**src/rtl/lscp_pkg.sv**
```systemverilog
// Shared constants and carrier types for the legacy system control ports.
// Assumes a host I/O cycle source giving one-cycle read and write strobes.
// Function
// - Read of 60h clears keyboard, mouse interrupts
// - Enabled mouse input drives IRQ12
// - Ports 60h and F0h forwarded onto ISA
// - Write F0h asserts ignore-error, drops IRQ13
// - Ignore-error only while float error active
// - Reset starts on initiate bit rising
// - Type bit selects hard or soft reset
// - Hard reset drives CPU, PCI, ISA resets
// - Power-good assertion also forces hard reset
// - Initiate bit always reads back zero
// - Enabled system-error pulse sets status bit 7
// - Enabled channel-check sets status bit 6
// - Bit 3 one clears, disables channel-check
// - Bit 2 one clears, disables system-error
// - Bit 5 shows live timer 2 output
// - Bit 4 toggles after each refresh
// - Bit 1 gates timer 2 onto speaker
// - Bit 0 gates timer 2; port resets 00h
// - NMI held high while enabled source pending
// - Mask then unmask gives fresh NMI edge
package lscp_pkg;

  localparam int unsigned ADDR_W = 16;
  localparam int unsigned DATA_W = 8;

  localparam logic [ADDR_W-1:0] ADDR_KBD_MOUSE_REL = 16'h0060;
  localparam logic [ADDR_W-1:0] ADDR_NMI_STS_CTL   = 16'h0061;
  localparam logic [ADDR_W-1:0] ADDR_FPU_ERR_CLR   = 16'h00f0;
  localparam logic [ADDR_W-1:0] ADDR_RESET_CTL     = 16'h0cf9;

  localparam int unsigned NSC_SERR_STS  = 7;
  localparam int unsigned NSC_IOCHK_STS = 6;
  localparam int unsigned NSC_TMR2_OUT  = 5;
  localparam int unsigned NSC_REFRESH   = 4;
  localparam int unsigned NSC_IOCHK_DIS = 3;
  localparam int unsigned NSC_SERR_DIS  = 2;
  localparam int unsigned NSC_SPEAKER_OUT_EN   = 1;
  localparam int unsigned NSC_TMR2_GATE = 0;

  localparam int unsigned RC_INITIATE = 2;
  localparam int unsigned RC_TYPE     = 1;

  localparam logic [DATA_W-1:0] NSC_RESET_VAL = 8'h00;
  localparam logic [DATA_W-1:0] RC_RESET_VAL  = 8'h00;
  localparam logic [DATA_W-1:0] READ_ZERO     = 8'h00;

  // Source index inside the NMI latch pair
  localparam int unsigned NMI_SRC_SERR  = 0;
  localparam int unsigned NMI_SRC_IOCHK = 1;
  localparam int unsigned NMI_SRC_NUM   = 2;

  localparam int unsigned CLK_PERIOD_NS    = 50;
  localparam int unsigned HARD_RST_TIME_NS = 1000;
  localparam int unsigned SOFT_RST_TIME_NS = 500;
  localparam int unsigned HARD_RST_CYCLES  = (HARD_RST_TIME_NS + CLK_PERIOD_NS - 1) / CLK_PERIOD_NS;
  localparam int unsigned SOFT_RST_CYCLES  = (SOFT_RST_TIME_NS + CLK_PERIOD_NS - 1) / CLK_PERIOD_NS;

  typedef struct packed {
    logic [ADDR_W-1:0] addr;
    logic              rd;
    logic              wr;
    logic [DATA_W-1:0] wdata;
  } lscp_io_req_t;

  typedef struct packed {
    logic [ADDR_W-1:0] addr;
    logic              rd;
    logic              wr;
    logic [DATA_W-1:0] wdata;
  } lscp_isa_cyc_t;

  typedef enum logic [1:0] {
    RST_IDLE,
    RST_HARD,
    RST_SOFT
  } lscp_rst_state_t;

endpackage : lscp_pkg

```
**src/rtl/lscp_top.sv**
```systemverilog
// Legacy system control ports: keyboard and mouse interrupt release,
// coprocessor error port, reset control port and NMI status and control.
// Assumes host I/O cycles arrive as one-cycle strobes already decoded
// from the PCI side, and that timer 2, the refresh engine and the NMI
// mask bit live elsewhere and reach this block as plain levels or pulses.
`timescale 1ns/1ns
module lscp_top #(
  parameter int unsigned HARD_CYCLES = lscp_pkg::HARD_RST_CYCLES,
  parameter int unsigned SOFT_CYCLES = lscp_pkg::SOFT_RST_CYCLES
) (
  input  wire logic                          core_clk_i,
  input  wire logic                          sys_rst_i,
  // Host I/O cycles
  input  wire lscp_pkg::lscp_io_req_t        io_req_i,
  output logic [lscp_pkg::DATA_W-1:0]        io_rdata_o,
  output logic                               io_rvalid_o,
  output logic                               io_claim_o,
  // ISA forwarding
  output lscp_pkg::lscp_isa_cyc_t            isa_cyc_o,
  // Keyboard and mouse interrupts
  input  wire logic                          kbd_irq_i,
  input  wire logic                          mouse_irq_input_i,
  input  wire logic                          mouse_func_en_i,
  output logic                               irq1_o,
  output logic                               irq12_o,
  // Coprocessor error
  input  wire logic                          float_error_n_i,
  output logic                               ignore_numeric_error_n_o,
  output logic                               irq13_o,
  // Resets
  input  wire logic                          power_good_in_i,
  output logic                               cpu_reset_out_o,
  output logic                               pci_reset_n_o,
  output logic                               isa_reset_drive_o,
  output logic                               soft_reset_o,
  // NMI sources and mask
  input  wire logic                          serr_n_i,
  input  wire logic                          iochk_n_i,
  input  wire logic                          nmi_mask_i,
  output logic                               nmi_o,
  // Timer 2, refresh, speaker
  input  wire logic                          counter2_out_i,
  input  wire logic                          refresh_done_i,
  output logic                               counter2_gate_o,
  output logic                               speaker_out_o
);

  // Address decode
  wire hit_kbd   = (io_req_i.addr == lscp_pkg::ADDR_KBD_MOUSE_REL);
  wire hit_nsc   = (io_req_i.addr == lscp_pkg::ADDR_NMI_STS_CTL);
  wire hit_fpu   = (io_req_i.addr == lscp_pkg::ADDR_FPU_ERR_CLR);
  wire hit_rc    = (io_req_i.addr == lscp_pkg::ADDR_RESET_CTL);

  wire rd_kbd    = io_req_i.rd && hit_kbd;
  wire wr_fpu    = io_req_i.wr && hit_fpu;
  wire rd_nsc    = io_req_i.rd && hit_nsc;
  wire wr_nsc    = io_req_i.wr && hit_nsc;
  wire rd_rc     = io_req_i.rd && hit_rc;
  wire wr_rc     = io_req_i.wr && hit_rc;

  // Both ports act here and still travel on to the ISA bus
  wire fwd_cycle = (hit_kbd || hit_fpu) && (io_req_i.rd || io_req_i.wr);

  // Data answered by this block; 60h data comes back from ISA
  wire own_read  = rd_nsc || rd_rc;

  // Keyboard and mouse interrupt latches
  logic kbd_q;
  logic mouse_q;

  wire  kbd_rise   = kbd_irq_i && !kbd_q;
  wire  mouse_rise = mouse_irq_input_i && !mouse_q && mouse_func_en_i;

  always_ff @(posedge core_clk_i or posedge sys_rst_i) begin
    if (sys_rst_i) begin
      kbd_q   <= 1'b0;
      mouse_q <= 1'b0;
    end else begin
      kbd_q   <= kbd_irq_i;
      mouse_q <= mouse_irq_input_i;
    end
  end

  // A fresh edge in the release cycle wins over the release
  always_ff @(posedge core_clk_i or posedge sys_rst_i) begin
    if (sys_rst_i) begin
      irq1_o <= 1'b0;
    end else if (kbd_rise) begin
      irq1_o <= 1'b1;
    end else if (rd_kbd) begin
      irq1_o <= 1'b0;
    end
  end

  always_ff @(posedge core_clk_i or posedge sys_rst_i) begin
    if (sys_rst_i) begin
      irq12_o <= 1'b0;
    end else if (!mouse_func_en_i) begin
      irq12_o <= 1'b0;
    end else if (mouse_rise) begin
      irq12_o <= 1'b1;
    end else if (rd_kbd) begin
      irq12_o <= 1'b0;
    end
  end

  // Coprocessor error handling
  logic float_error_in_q;
  logic ign_req;

  wire  float_error_in_active = !float_error_n_i;
  wire  float_error_in_rise   = float_error_in_active && !float_error_in_q;

  always_ff @(posedge core_clk_i or posedge sys_rst_i) begin
    if (sys_rst_i) begin
      float_error_in_q <= 1'b0;
    end else begin
      float_error_in_q <= float_error_in_active;
    end
  end

  // IRQ13 raised by a new float error, dropped by the clear port
  always_ff @(posedge core_clk_i or posedge sys_rst_i) begin
    if (sys_rst_i) begin
      irq13_o <= 1'b0;
    end else if (float_error_in_rise) begin
      irq13_o <= 1'b1;
    end else if (wr_fpu) begin
      irq13_o <= 1'b0;
    end
  end

  // Ignore request ends once the error goes away
  always_ff @(posedge core_clk_i or posedge sys_rst_i) begin
    if (sys_rst_i) begin
      ign_req <= 1'b0;
    end else if (!float_error_in_active) begin
      ign_req <= 1'b0;
    end else if (wr_fpu) begin
      ign_req <= 1'b1;
    end
  end

  wire next_ign_n = !(ign_req && float_error_in_active);

  always_ff @(posedge core_clk_i or posedge sys_rst_i) begin
    if (sys_rst_i) begin
      ignore_numeric_error_n_o <= 1'b1;
    end else begin
      ignore_numeric_error_n_o <= next_ign_n;
    end
  end

  // Reset control port
  logic reset_type_bit;
  logic reset_initiate_bit;

  wire  wr_init     = io_req_i.wdata[lscp_pkg::RC_INITIATE];
  wire  wr_type     = io_req_i.wdata[lscp_pkg::RC_TYPE];
  wire  init_rise   = wr_rc && wr_init && !reset_initiate_bit;
  // Type written in the same cycle as the initiate edge is honoured
  wire  hard_by_reg = init_rise && wr_type;
  wire  soft_by_reg = init_rise && !wr_type;

  always_ff @(posedge core_clk_i or posedge sys_rst_i) begin
    if (sys_rst_i) begin
      reset_type_bit     <= lscp_pkg::RC_RESET_VAL[lscp_pkg::RC_TYPE];
      reset_initiate_bit <= lscp_pkg::RC_RESET_VAL[lscp_pkg::RC_INITIATE];
    end else if (wr_rc) begin
      reset_type_bit     <= wr_type;
      reset_initiate_bit <= wr_init;
    end
  end

  // Initiate stays stored, so a repeated 04h starts nothing
  wire [lscp_pkg::DATA_W-1:0] rc_view;

  assign rc_view = {5'h00, 1'b0, reset_type_bit, 1'b0};

  lscp_reset_seq #(
    .HARD_CYCLES (HARD_CYCLES),
    .SOFT_CYCLES (SOFT_CYCLES)
  ) u_reset_seq (
    .core_clk_i        (core_clk_i),
    .sys_rst_i         (sys_rst_i),
    .hard_req_i        (hard_by_reg),
    .soft_req_i        (soft_by_reg),
    .power_good_i      (power_good_in_i),
    .cpu_reset_o       (cpu_reset_out_o),
    .pci_reset_n_o     (pci_reset_n_o),
    .isa_reset_drive_o (isa_reset_drive_o),
    .soft_reset_o      (soft_reset_o)
  );

  // NMI status and control port
  logic iochk_dis;
  logic serr_dis;
  logic speaker_out_en;
  logic tmr2_gate;
  logic refresh_tgl;

  // Software is expected to write zeros in 7..4; those bits ignore writes
  always_ff @(posedge core_clk_i or posedge sys_rst_i) begin
    if (sys_rst_i) begin
      iochk_dis <= lscp_pkg::NSC_RESET_VAL[lscp_pkg::NSC_IOCHK_DIS];
      serr_dis  <= lscp_pkg::NSC_RESET_VAL[lscp_pkg::NSC_SERR_DIS];
      speaker_out_en   <= lscp_pkg::NSC_RESET_VAL[lscp_pkg::NSC_SPEAKER_OUT_EN];
      tmr2_gate <= lscp_pkg::NSC_RESET_VAL[lscp_pkg::NSC_TMR2_GATE];
    end else if (wr_nsc) begin
      iochk_dis <= io_req_i.wdata[lscp_pkg::NSC_IOCHK_DIS];
      serr_dis  <= io_req_i.wdata[lscp_pkg::NSC_SERR_DIS];
      speaker_out_en   <= io_req_i.wdata[lscp_pkg::NSC_SPEAKER_OUT_EN];
      tmr2_gate <= io_req_i.wdata[lscp_pkg::NSC_TMR2_GATE];
    end
  end

  always_ff @(posedge core_clk_i or posedge sys_rst_i) begin
    if (sys_rst_i) begin
      refresh_tgl <= lscp_pkg::NSC_RESET_VAL[lscp_pkg::NSC_REFRESH];
    end else if (refresh_done_i) begin
      refresh_tgl <= !refresh_tgl;
    end
  end

  wire [lscp_pkg::NMI_SRC_NUM-1:0] src_n;
  wire [lscp_pkg::NMI_SRC_NUM-1:0] src_dis;
  wire [lscp_pkg::NMI_SRC_NUM-1:0] src_sts;

  assign src_n[lscp_pkg::NMI_SRC_SERR]    = serr_n_i;
  assign src_n[lscp_pkg::NMI_SRC_IOCHK]   = iochk_n_i;
  assign src_dis[lscp_pkg::NMI_SRC_SERR]  = serr_dis;
  assign src_dis[lscp_pkg::NMI_SRC_IOCHK] = iochk_dis;

  lscp_nmi_src #(
    .NUM (lscp_pkg::NMI_SRC_NUM)
  ) u_nmi_src (
    .core_clk_i (core_clk_i),
    .sys_rst_i  (sys_rst_i),
    .src_n_i    (src_n),
    .disable_i  (src_dis),
    .status_o   (src_sts)
  );

  wire serr_sts  = src_sts[lscp_pkg::NMI_SRC_SERR];
  wire iochk_sts = src_sts[lscp_pkg::NMI_SRC_IOCHK];

  // Level output: a mask pulse drops it so the CPU sees a new edge
  wire next_nmi  = ((serr_sts && !serr_dis) || (iochk_sts && !iochk_dis)) && !nmi_mask_i;

  wire [lscp_pkg::DATA_W-1:0] nsc_view;

  assign nsc_view = {serr_sts,
                     iochk_sts,
                     counter2_out_i,
                     refresh_tgl,
                     iochk_dis,
                     serr_dis,
                     speaker_out_en,
                     tmr2_gate};

  wire [lscp_pkg::DATA_W-1:0] next_rdata = rd_nsc ? nsc_view :
                                           rd_rc  ? rc_view  :
                                                    lscp_pkg::READ_ZERO;

  // Outputs
  always_ff @(posedge core_clk_i or posedge sys_rst_i) begin
    if (sys_rst_i) begin
      nmi_o           <= 1'b0;
      speaker_out_o   <= 1'b0;
      counter2_gate_o <= 1'b0;
    end else begin
      nmi_o           <= next_nmi;
      speaker_out_o   <= speaker_out_en && counter2_out_i;
      counter2_gate_o <= tmr2_gate;
    end
  end

  always_ff @(posedge core_clk_i or posedge sys_rst_i) begin
    if (sys_rst_i) begin
      io_rdata_o  <= lscp_pkg::READ_ZERO;
      io_rvalid_o <= 1'b0;
      io_claim_o  <= 1'b0;
    end else begin
      io_rdata_o  <= next_rdata;
      io_rvalid_o <= io_req_i.rd;
      io_claim_o  <= own_read;
    end
  end

  always_ff @(posedge core_clk_i or posedge sys_rst_i) begin
    if (sys_rst_i) begin
      isa_cyc_o <= '0;
    end else begin
      isa_cyc_o.addr  <= io_req_i.addr;
      isa_cyc_o.wdata <= io_req_i.wdata;
      isa_cyc_o.rd    <= fwd_cycle && io_req_i.rd;
      isa_cyc_o.wr    <= fwd_cycle && io_req_i.wr;
    end
  end

endmodule : lscp_top

```
**src/rtl/lscp_nmi_src.sv**
```systemverilog
// Latched NMI source status bits, one per source.
// Assumes active-low source inputs synchronous to core_clk_i.
`timescale 1ns/1ns
module lscp_nmi_src #(
  parameter int unsigned NUM = lscp_pkg::NMI_SRC_NUM
) (
  input  wire logic           core_clk_i,
  input  wire logic           sys_rst_i,
  input  wire logic [NUM-1:0] src_n_i,
  input  wire logic [NUM-1:0] disable_i,
  output logic      [NUM-1:0] status_o
);

  genvar g;
  generate
    for (g = 0; g < NUM; g++) begin : g_src
      wire next_set = !src_n_i[g] && !disable_i[g];
      always_ff @(posedge core_clk_i or posedge sys_rst_i) begin
        if (sys_rst_i) begin
          status_o[g] <= 1'b0;
        end else if (disable_i[g]) begin
          // Disable holds the bit clear, so set and clear never meet
          status_o[g] <= 1'b0;
        end else if (next_set) begin
          status_o[g] <= 1'b1;
        end
      end
    end
  endgenerate

endmodule : lscp_nmi_src

```
**src/rtl/lscp_reset_seq.sv**
```systemverilog
// Hard and soft reset sequencer.
// Assumes one-cycle request pulses and a synchronous power-good level.
`timescale 1ns/1ns
module lscp_reset_seq #(
  parameter int unsigned HARD_CYCLES = lscp_pkg::HARD_RST_CYCLES,
  parameter int unsigned SOFT_CYCLES = lscp_pkg::SOFT_RST_CYCLES,
  parameter int unsigned CNT_W       = 16
) (
  input  wire logic core_clk_i,
  input  wire logic sys_rst_i,
  input  wire logic hard_req_i,
  input  wire logic soft_req_i,
  input  wire logic power_good_i,
  output logic      cpu_reset_o,
  output logic      pci_reset_n_o,
  output logic      isa_reset_drive_o,
  output logic      soft_reset_o
);

  lscp_pkg::lscp_rst_state_t state;
  lscp_pkg::lscp_rst_state_t next_state;
  logic [CNT_W-1:0]          cnt;
  logic [CNT_W-1:0]          next_cnt;
  logic                      pg_q;

  wire pg_rise  = power_good_i && !pg_q;
  wire cnt_done = (cnt == '0);

  always_comb begin
    next_state = state;
    next_cnt   = cnt;
    case (state)
      lscp_pkg::RST_IDLE: begin
        // Power-good low holds the system in hard reset
        if (!power_good_i || pg_rise || hard_req_i) begin
          next_state = lscp_pkg::RST_HARD;
          next_cnt   = CNT_W'(HARD_CYCLES - 1);
        end else if (soft_req_i) begin
          next_state = lscp_pkg::RST_SOFT;
          next_cnt   = CNT_W'(SOFT_CYCLES - 1);
        end
      end
      lscp_pkg::RST_HARD: begin
        if (!power_good_i) begin
          next_cnt = CNT_W'(HARD_CYCLES - 1);
        end else if (cnt_done) begin
          next_state = lscp_pkg::RST_IDLE;
        end else begin
          next_cnt = cnt - 1'b1;
        end
      end
      lscp_pkg::RST_SOFT: begin
        if (!power_good_i || pg_rise || hard_req_i) begin
          next_state = lscp_pkg::RST_HARD;
          next_cnt   = CNT_W'(HARD_CYCLES - 1);
        end else if (cnt_done) begin
          next_state = lscp_pkg::RST_IDLE;
        end else begin
          next_cnt = cnt - 1'b1;
        end
      end
      default: begin
        next_state = lscp_pkg::RST_IDLE;
      end
    endcase
  end

  always_ff @(posedge core_clk_i or posedge sys_rst_i) begin
    if (sys_rst_i) begin
      state <= lscp_pkg::RST_HARD;
      cnt   <= '0;
      pg_q  <= 1'b0;
    end else begin
      state <= next_state;
      cnt   <= next_cnt;
      pg_q  <= power_good_i;
    end
  end

  wire hard_now = (state == lscp_pkg::RST_HARD);

  always_ff @(posedge core_clk_i or posedge sys_rst_i) begin
    if (sys_rst_i) begin
      cpu_reset_o       <= 1'b1;
      pci_reset_n_o     <= 1'b0;
      isa_reset_drive_o <= 1'b1;
      soft_reset_o      <= 1'b0;
    end else begin
      cpu_reset_o       <= (next_state == lscp_pkg::RST_HARD);
      pci_reset_n_o     <= !(next_state == lscp_pkg::RST_HARD);
      isa_reset_drive_o <= (next_state == lscp_pkg::RST_HARD);
      soft_reset_o      <= (next_state == lscp_pkg::RST_SOFT) && !hard_now;
    end
  end

endmodule : lscp_reset_seq

```
**config.mk**
```make
export PLATFORM = sky130hd
export DESIGN_NAME = lscp_top
export DESIGN_NICKNAME = d
export VERILOG_FILES = /design/src/rtl/lscp_pkg.sv /design/src/rtl/lscp_top.sv /design/src/rtl/lscp_nmi_src.sv /design/src/rtl/lscp_reset_seq.sv
export SDC_FILE = /design/constraint.sdc
export NUM_CORES = 1
export LEC_CHECK = 0
export BUFFER_PORTS_ARGS = -buffer_cell sky130_fd_sc_hd__buf_2
export CAP_MARGIN = 5
export CORE_MARGIN = 2
export CORE_UTILIZATION = 47
export DETAILED_ROUTE_END_ITERATION = 10
export GPL_ROUTABILITY_DRIVEN = 0
export PLACE_DENSITY_LB_ADDON = 0.3
export SLEW_MARGIN = 20
export SYNTH_ARGS = -nofsm -noshare
export SYNTH_HDL_FRONTEND = slang
export SYNTH_SLANG_ARGS = --single-unit
```
**constraint.sdc**
```tcl
create_clock -name core_clk_i -period 2.6 [get_ports core_clk_i]
set_input_delay 0.65 -clock core_clk_i [delete_from_list [all_inputs] [get_ports core_clk_i]]
set_output_delay 0.65 -clock core_clk_i [all_outputs]
set_load 0.1 [all_outputs]
```
==> results of run 1 <==
worst min-delay path by stage:
stage	start	endpoint	slack, ns	cells after the start
after floorplan	tmr2_gate	counter2_gate_o	0.36	0
after detailed placement	tmr2_gate	counter2_gate_o	0.38	0
after CTS	sys_rst_i	io_rdata_o[6]	0.23	2
final	sys_rst_i	io_rdata_o[7]	0.23	2
after global placement	tmr2_gate	counter2_gate_o	0.38	0
after global routing	sys_rst_i	io_rdata_o[6]	0.24	2
stage by stage:
| step | setup slack, ns | instances |
|---|---|---|
| final | 0.3543 | 461 |
| after global routing | 0.1449 | 461 |
| after CTS | 0.3587 | 461 |
| after detailed placement | 0.1423 | 446 |
| after global placement | 0.2364 | 446 |
| after floorplan | 0.4193 | 282 |
state kept, by name (all words and copies together) (netlist names), 2 cells and up:
register,cells
io_rdata_o,8
u_reset_seq.state,2
isa_cyc_o,26
u_nmi_src.status_o,2
u_reset_seq.cnt,16
layout by cell type (no fill, tap or decap), drive strengths merged, types with 2 or more instances in the layout:
| master | synthesis | routed |
|---|---|---|
| nand2 | 18 | 18 |
| ha | 7 | 7 |
| buf | 5 | 91 |
| clkbuf | 2 | 10 |
| o31ai | 6 | 6 |
| o21ai | 26 | 26 |
| nor4 | 7 | 7 |
| nand3 | 9 | 9 |
| nand2b | 2 | 2 |
| a211oi | 2 | 2 |
| and4 | 4 | 4 |
| or2 | 3 | 3 |
| a211o | 2 | 2 |
| a21o | 2 | 2 |
| dfrtp | 75 | 75 |
| mux2 | 6 | 6 |
| inv | 14 | 13 |
| dfstp | 3 | 3 |
| nor2b | 5 | 5 |
| nor3 | 4 | 4 |
| nor2 | 22 | 22 |
| nand4 | 3 | 3 |
| a21oi | 15 | 15 |
| clkinv | 0 | 2 |
| a31oi | 3 | 3 |
| and2 | 4 | 4 |
| clkinvlp | 0 | 2 |
| nor4b | 2 | 2 |
| o41ai | 3 | 3 |
| bufinv | 0 | 2 |
| and3 | 10 | 10 |
| or3 | 5 | 5 |
worst register-to-register path: cells and delay by family (launching register included):
kind                       cells  cell delay (ns)
buffers and inverters          1             0.11
AOI/OAI and AO/OA              3             0.74
and+or+nand+nor                2             0.78
adders and majority gates      1             0.15
DFF                            1             0.41
cells by family after synthesis:
kind of cell	count (synthesis)
and+or+nand+nor	101
AOI/OAI and AO/OA	68
DFF	78
buffers and inverters	21
muxes	6
adders and majority gates	7
xor gates and xnor gates	1
metal layers:
metal	vias to the layer above	wire (um)	track usage (%)
met3	16	333	4.265
met5	-	0	0
met4	0	201	11.93
li1	1193	-	-
met1	1197	2972	24.84
met2	69	3163	30.53
synthesized netlist by cell type (all sizes together), types with 6 or more instances:
cell type,instances
a21oi,15
o31ai,6
and3,10
nand2,18
inv,14
nor2,22
mux2,6
nor4,7
o21ai,26
ha,7
nand3,9
dfrtp,75
power by group through the flow:
| stage | logic (mW) | registers, mW | clock network [mW] |
|---|---|---|---|
| 6_report | 1.00 | 1.40 | 0.975 |
| 2_1_floorplan | 0.540 | 1.67 | 0 |
| 5_1_grt | 1.10 | 1.41 | 1.04 |
| 3_5_place_dp | 1.00 | 1.42 | 0 |
| 4_1_cts | 1.00 | 1.39 | 1.00 |
| 3_3_place_gp | 0.987 | 1.41 | 0 |
final cells by class:
cell class	instances	area, um^2
Clock buffer	10	127.6
Clock inverter	5	85.08
Fill cell	589	2723
Inverter	14	56.30
Multi-Input combinational cell	183	1186
Sequential cell	78	1956
Tap cell	80	100.1
Timing Repair Buffer	91	485.5
==> results.toml, run 1 <==
[logic_synthesis]
synth_compound_area_share_pct = 13.23
yosysTopAreaCellShare_pct = 58.00
synth_flop_cell = "dfrtp_1"
synth.ff_latch_count = 78
synth_mux_area_share_pct = 2.088
synth_nets = 327
synthArstFlopShare_pct = 100.0
ys_seq_area_share_pct = 60.44
synth.distinct_cells = 51
synth_cells = 282
synth-xor-area-share_pct = 0.2707
synth_top_family_by_area = "simple AND/OR/NAND/NOR gates"
yosys.area_share.simple_pct = 18.37
yosysWarnings = 0
synthAdderAreaFrac_pct = 2.707
syn_area_per_cell_um2 = 11.47
synth_edf_count = 0
synthTopCellsByArea = "dfrtp_1 (58%), o21ai_0 (3.7%), ha_1 (2.7%)"
synth_top_area_cell = "dfrtp_1"
synth_area_um2 = 3236

[timing]
fin_skew_ns = 0.003683
tns_ns = 0
finalSetupViolCount = 0
hold_violations = 0
fin_crit_sh_pct = 86.37
finalMaxSlewViolations = 0
grt_setup_unrepaired = "false"
whs_ns = 0.2347
period_minus_slack_ns = 2.246
fmaxAchievable_ghz = 0.4453
worstMarginPinSlew_ns = 0.5168
slew_headroom_pct = 65.23

[setup_path]
timing.rr.end = "u_reset_seq.cnt[1]"
max_stage_delay_ns = 0.41
crit_type = "flip-flop to flip-flop"
path_depth = 7
cp.buffers_inverters = 1
crit_arrival_ns = 2.55
crit_chain = "inv_1, ha_1, nor4b_2, nand4_1, a211o_1, a211oi_1, a21o_1"
crit_fanout = 7
r2r-start = "u_reset_seq.cnt[0]"
ff2ff_path_depth = 7
ff2ff_setup_slack_ns = 0.35
crit_slowest_cell = "dfrtp_1"
critical_path.top_delay_family = "simple AND/OR/NAND/NOR gates"
crit_path_start_kind = "flip-flop"
endpoint_kind = "flip-flop"
crit_start = "u_reset_seq.cnt[0]"
crit_end = "u_reset_seq.cnt[1]"
worst_ep_required_time_ns = 2.90

[power]
p_comb_share_pct = 29.7
switching_power_mw = 1.235
p_leak_nw = 1.986
pwr-share-clk_pct = 28.9
finalPower_mw = 3.372
irDropWorstVdd_mv = 0.8561
power_density_nw_per_um2 = 843.7
p_sw_share_pct = 36.63
pwr-share-seq_pct = 41.4
internal_power_mw = 2.137

[cells_and_area]
layout-drive-gt1-share_pct = 33.07
postLayoutCoreUtil_pct = 59.48
antenna_cells = 0
syn_to_final_growth_pct = 23.51
final_area_um2 = 3996
nNetsFinal = 422

[hold_path]
hold_class = "input pin to asynchronous set/reset pin"

[global_route]
antenna_found_initial = 0
grt_util_all_layers_pct = 19.55
grt_max_degree = 43
grt_overflow = 0
grt_pass1_vias = 2453
grt_pass1_wl_mm = 11.44

[route]
routedWlPerCell_um = 14.47
dr.pass1.iters = 4
vias = 2475
routed_via_density = 5.369
first_iter_violations = 106
antenna_left = 0
routed_wirelength_mm = 6.671
drc_errors = 0

[floorplanning]
rows = 30
ios = 85
die_area_um2 = 7564
fp.dieW_um = 86.97
die_h_um = 86.97
core_area_um2 = 6719
start_util_pct = 48.16

[clock_network]
tritoncts = "built"
post_cts_buffers = 0
htree_levels = 3
root_buffer = "clkbuf_8"
path_clk_slew_ns = 0.08
cts-resized-gates = 0
cts_buffers = 9
insertion_delay_ns = 0.35
clock-sinks = 78
clk_path_buf_depth = 2
cts_hold_buf = 0

[place]
placed_cell_area_um2 = 3784
hpwl_mm = 4.853
io_buffers = 84

[run_status]
status = "finished clean"

[flow_run]
drv_cap = 0
No activity file was read; power rests on OpenSTA's default activity.
==> run 2: changes to the inputs <==
--- a/config.mk
+++ b/config.mk
@@ -8,7 +8,7 @@
 export BUFFER_PORTS_ARGS = -buffer_cell sky130_fd_sc_hd__buf_2
 export CAP_MARGIN = 5
 export CORE_MARGIN = 2
-export CORE_UTILIZATION = 47
+export CORE_UTILIZATION = 56
 export DETAILED_ROUTE_END_ITERATION = 10
 export GPL_ROUTABILITY_DRIVEN = 0
 export PLACE_DENSITY_LB_ADDON = 0.3
==> constraint.sdc (replaced) <==
create_clock -name core_clk_i -period 2.65 [get_ports core_clk_i]
set_input_delay 0.6625 -clock core_clk_i [delete_from_list [all_inputs] [get_ports core_clk_i]]
set_output_delay 0.6625 -clock core_clk_i [all_outputs]
set_load 0.1 [all_outputs]
==> run 2 against run 1 <==
Compared with the run above: sequential share of layout area increased by 0.43 points; non-clock buffer count decreased by 1; clock power decreased by 13%; worst setup slack improved by 0.0042 ns; cell count decreased by 1.7%; clock skew increased by 0.0056 ns; total power decreased by 5.1%; maximum frequency decreased by 2.0%; worst hold slack improved by 0.16 ns; via count increased by 0.77%; die area decreased by 15%; count of clock-buffer cells in the layout increased by 2; critical endpoint unchanged; highest routed layer unchanged.
==> results.toml, run 2 (synthesized netlist as in run 1, its figures left out) <==
[run_status]
status = "finished clean"

[setup_path]
endpoint_kind = "flip-flop"
crit_slowest_cell = "nor4b_2"
r2r-start = "u_reset_seq.cnt[0]"
ff2ff_path_depth = 7
crit_arrival_ns = 2.57
ff2ff_setup_slack_ns = 0.36
crit_type = "flip-flop to flip-flop"
worst_ep_required_time_ns = 2.93
crit_fanout = 7
crit_chain = "inv_1, ha_1, nor4b_2, nand4_1, a211o_1, a211oi_1, a21o_1"
timing.rr.end = "u_reset_seq.cnt[1]"
max_stage_delay_ns = 0.42
crit_path_start_kind = "flip-flop"

[power]
pwr-share-clk_pct = 26.4
switching_power_mw = 1.215
irDropWorstVdd_mv = 0.5746
finalPower_mw = 3.200
internal_power_mw = 1.985
power_density_nw_per_um2 = 807.7
p_comb_share_pct = 30.9
p_sw_share_pct = 37.96
p_leak_nw = 1.978
pwr-share-seq_pct = 42.7

[clock_network]
post_cts_buffers = 0
cts_buffers = 9
tritoncts = "built"
clock-sinks = 78
path_clk_slew_ns = 0.08
htree_levels = 3
cts-resized-gates = 0
root_buffer = "clkbuf_8"
clk_path_buf_depth = 2
cts_hold_buf = 0
insertion_delay_ns = 0.35

[cells_and_area]
nNetsFinal = 421
seqCellArea_um2 = 1956
largest_register_ffs = 26
largestRegisters = "isa_cyc_o: 26 flops, u_reset_seq.cnt: 16 flops, io_rdata_o: 8 flops"
multi_input_area_um2 = 1186
stdcell_count = 453
fill_cells = 404
final_common_cell = "buf_2"
antenna_cells = 0
syn_to_final_growth_pct = 22.43
postLayoutCoreUtil_pct = 71.50
final_area_um2 = 3961
layout.cells.most_common_list = "buf_2 (84), dfrtp_1 (75), o21ai_0 (24)"
layout-drive-gt1-share_pct = 33.33
largest-register = "isa_cyc_o"

[floorplanning]
core_area_um2 = 5540
die_area_um2 = 6402
rows = 27
ios = 85
fp.dieW_um = 80.01
start_util_pct = 58.40
die_h_um = 80.01

[global_route]
grt_pass1_vias = 2416
grt_util_all_layers_pct = 23.24
grt_pass1_wl_mm = 11.13
grt_overflow = 0
grt_max_degree = 50
antenna_found_initial = 0

[route]
routedWlPerCell_um = 15.00
routed_wirelength_mm = 6.793
antenna_left = 0
routed_via_density = 5.506
vias = 2494
first_iter_violations = 139
dr.pass1.iters = 4
drc_errors = 0

[place]
hpwl_mm = 4.892
io_buffers = 84
post-place-cells = 437
placed_cell_area_um2 = 3766

[timing]
finalMaxSlewViolations = 0
grt_setup_unrepaired = "false"
worstMarginPinSlew_ns = 0.6280
tns_ns = 0
fin_crit_sh_pct = 86.47
fin_skew_ns = 0.009328
hold_violations = 0
period_minus_slack_ns = 2.291
fmaxAchievable_ghz = 0.4364
slew_headroom_pct = 58.04
finalSetupViolCount = 0

[hold_path]
hold_class = "input pin to asynchronous set/reset pin"

[flow_run]
drv_cap = 0
[run 2: changes by cell type in the layout (fill, tap and decap cells not counted), sizes merged]
cell	delta
buf	-1
bufinv	-2
clkbuf	+2
clkinv	+1
[run 2: worst max-delay path by stage]
| stage | depth (start not counted) | end | slack, ns | start |
|---|---|---|---|---|
| final | 7 | u_reset_seq.cnt[1] | 0.36 | u_reset_seq.cnt[0] |
| after floorplan | 7 | u_reset_seq.cnt[7] | 0.46 | io_req_i[23] |
| after global placement | 7 | u_reset_seq.cnt[14] | 0.26 | io_req_i[23] |
| after CTS | 7 | u_reset_seq.cnt[1] | 0.37 | u_reset_seq.cnt[0] |
| after detailed placement | 7 | u_reset_seq.cnt[14] | 0.16 | io_req_i[23] |
| after global routing | 7 | u_reset_seq.cnt[1] | 0.17 | u_reset_seq.cnt[0] |
[run 2: power by group through the flow]
stage | logic (mW) | clock network, mW | registers (mW)
2_1_floorplan | 0.529 | 0 | 1.64
3_3_place_gp | 0.959 | 0 | 1.38
3_5_place_dp | 0.983 | 0 | 1.39
4_1_cts | 0.987 | 0.861 | 1.37
5_1_grt | 1.08 | 0.918 | 1.38
6_report | 0.988 | 0.846 | 1.37
[run 2: stage by stage]
step,hold WS [ns],setup slack [ns]
2_1_floorplan,0.3627,0.4568
3_3_place_gp,0.3718,0.2599
3_5_place_dp,0.3762,0.1575
4_1_cts,0.3948,0.3748
5_1_grt,0.4029,0.1651
6_report,0.3918,0.3586
[run 2: cell type report]
cell class,instances,area share [%]
clock buffer,12,4.169
inverter,14,1.421
timing repair buffer,90,12.07
multi-input combinational,183,29.94
sequential,78,49.37
clock inverter,4,0.7581
tap,72,2.274
[run 2: metal layers]
layer	up-vias	GRT usage [%]	part of all wire, %
li1	1195	-	-
met1	1183	28.92	42
met2	105	37.42	47
met3	11	7.919	9.3
met4	0	8.983	1.6
met5	-	0	0
[run 2: critical path: cells and delay by family, from the launching register on]
| kind | cells | cell delay (ns) |
|---|---|---|
| compound gates | 3 | 0.79 |
| buf+inv | 1 | 0.11 |
| flops | 1 | 0.41 |
| simple gates | 2 | 0.77 |
| fa+ha+maj | 1 | 0.14 |
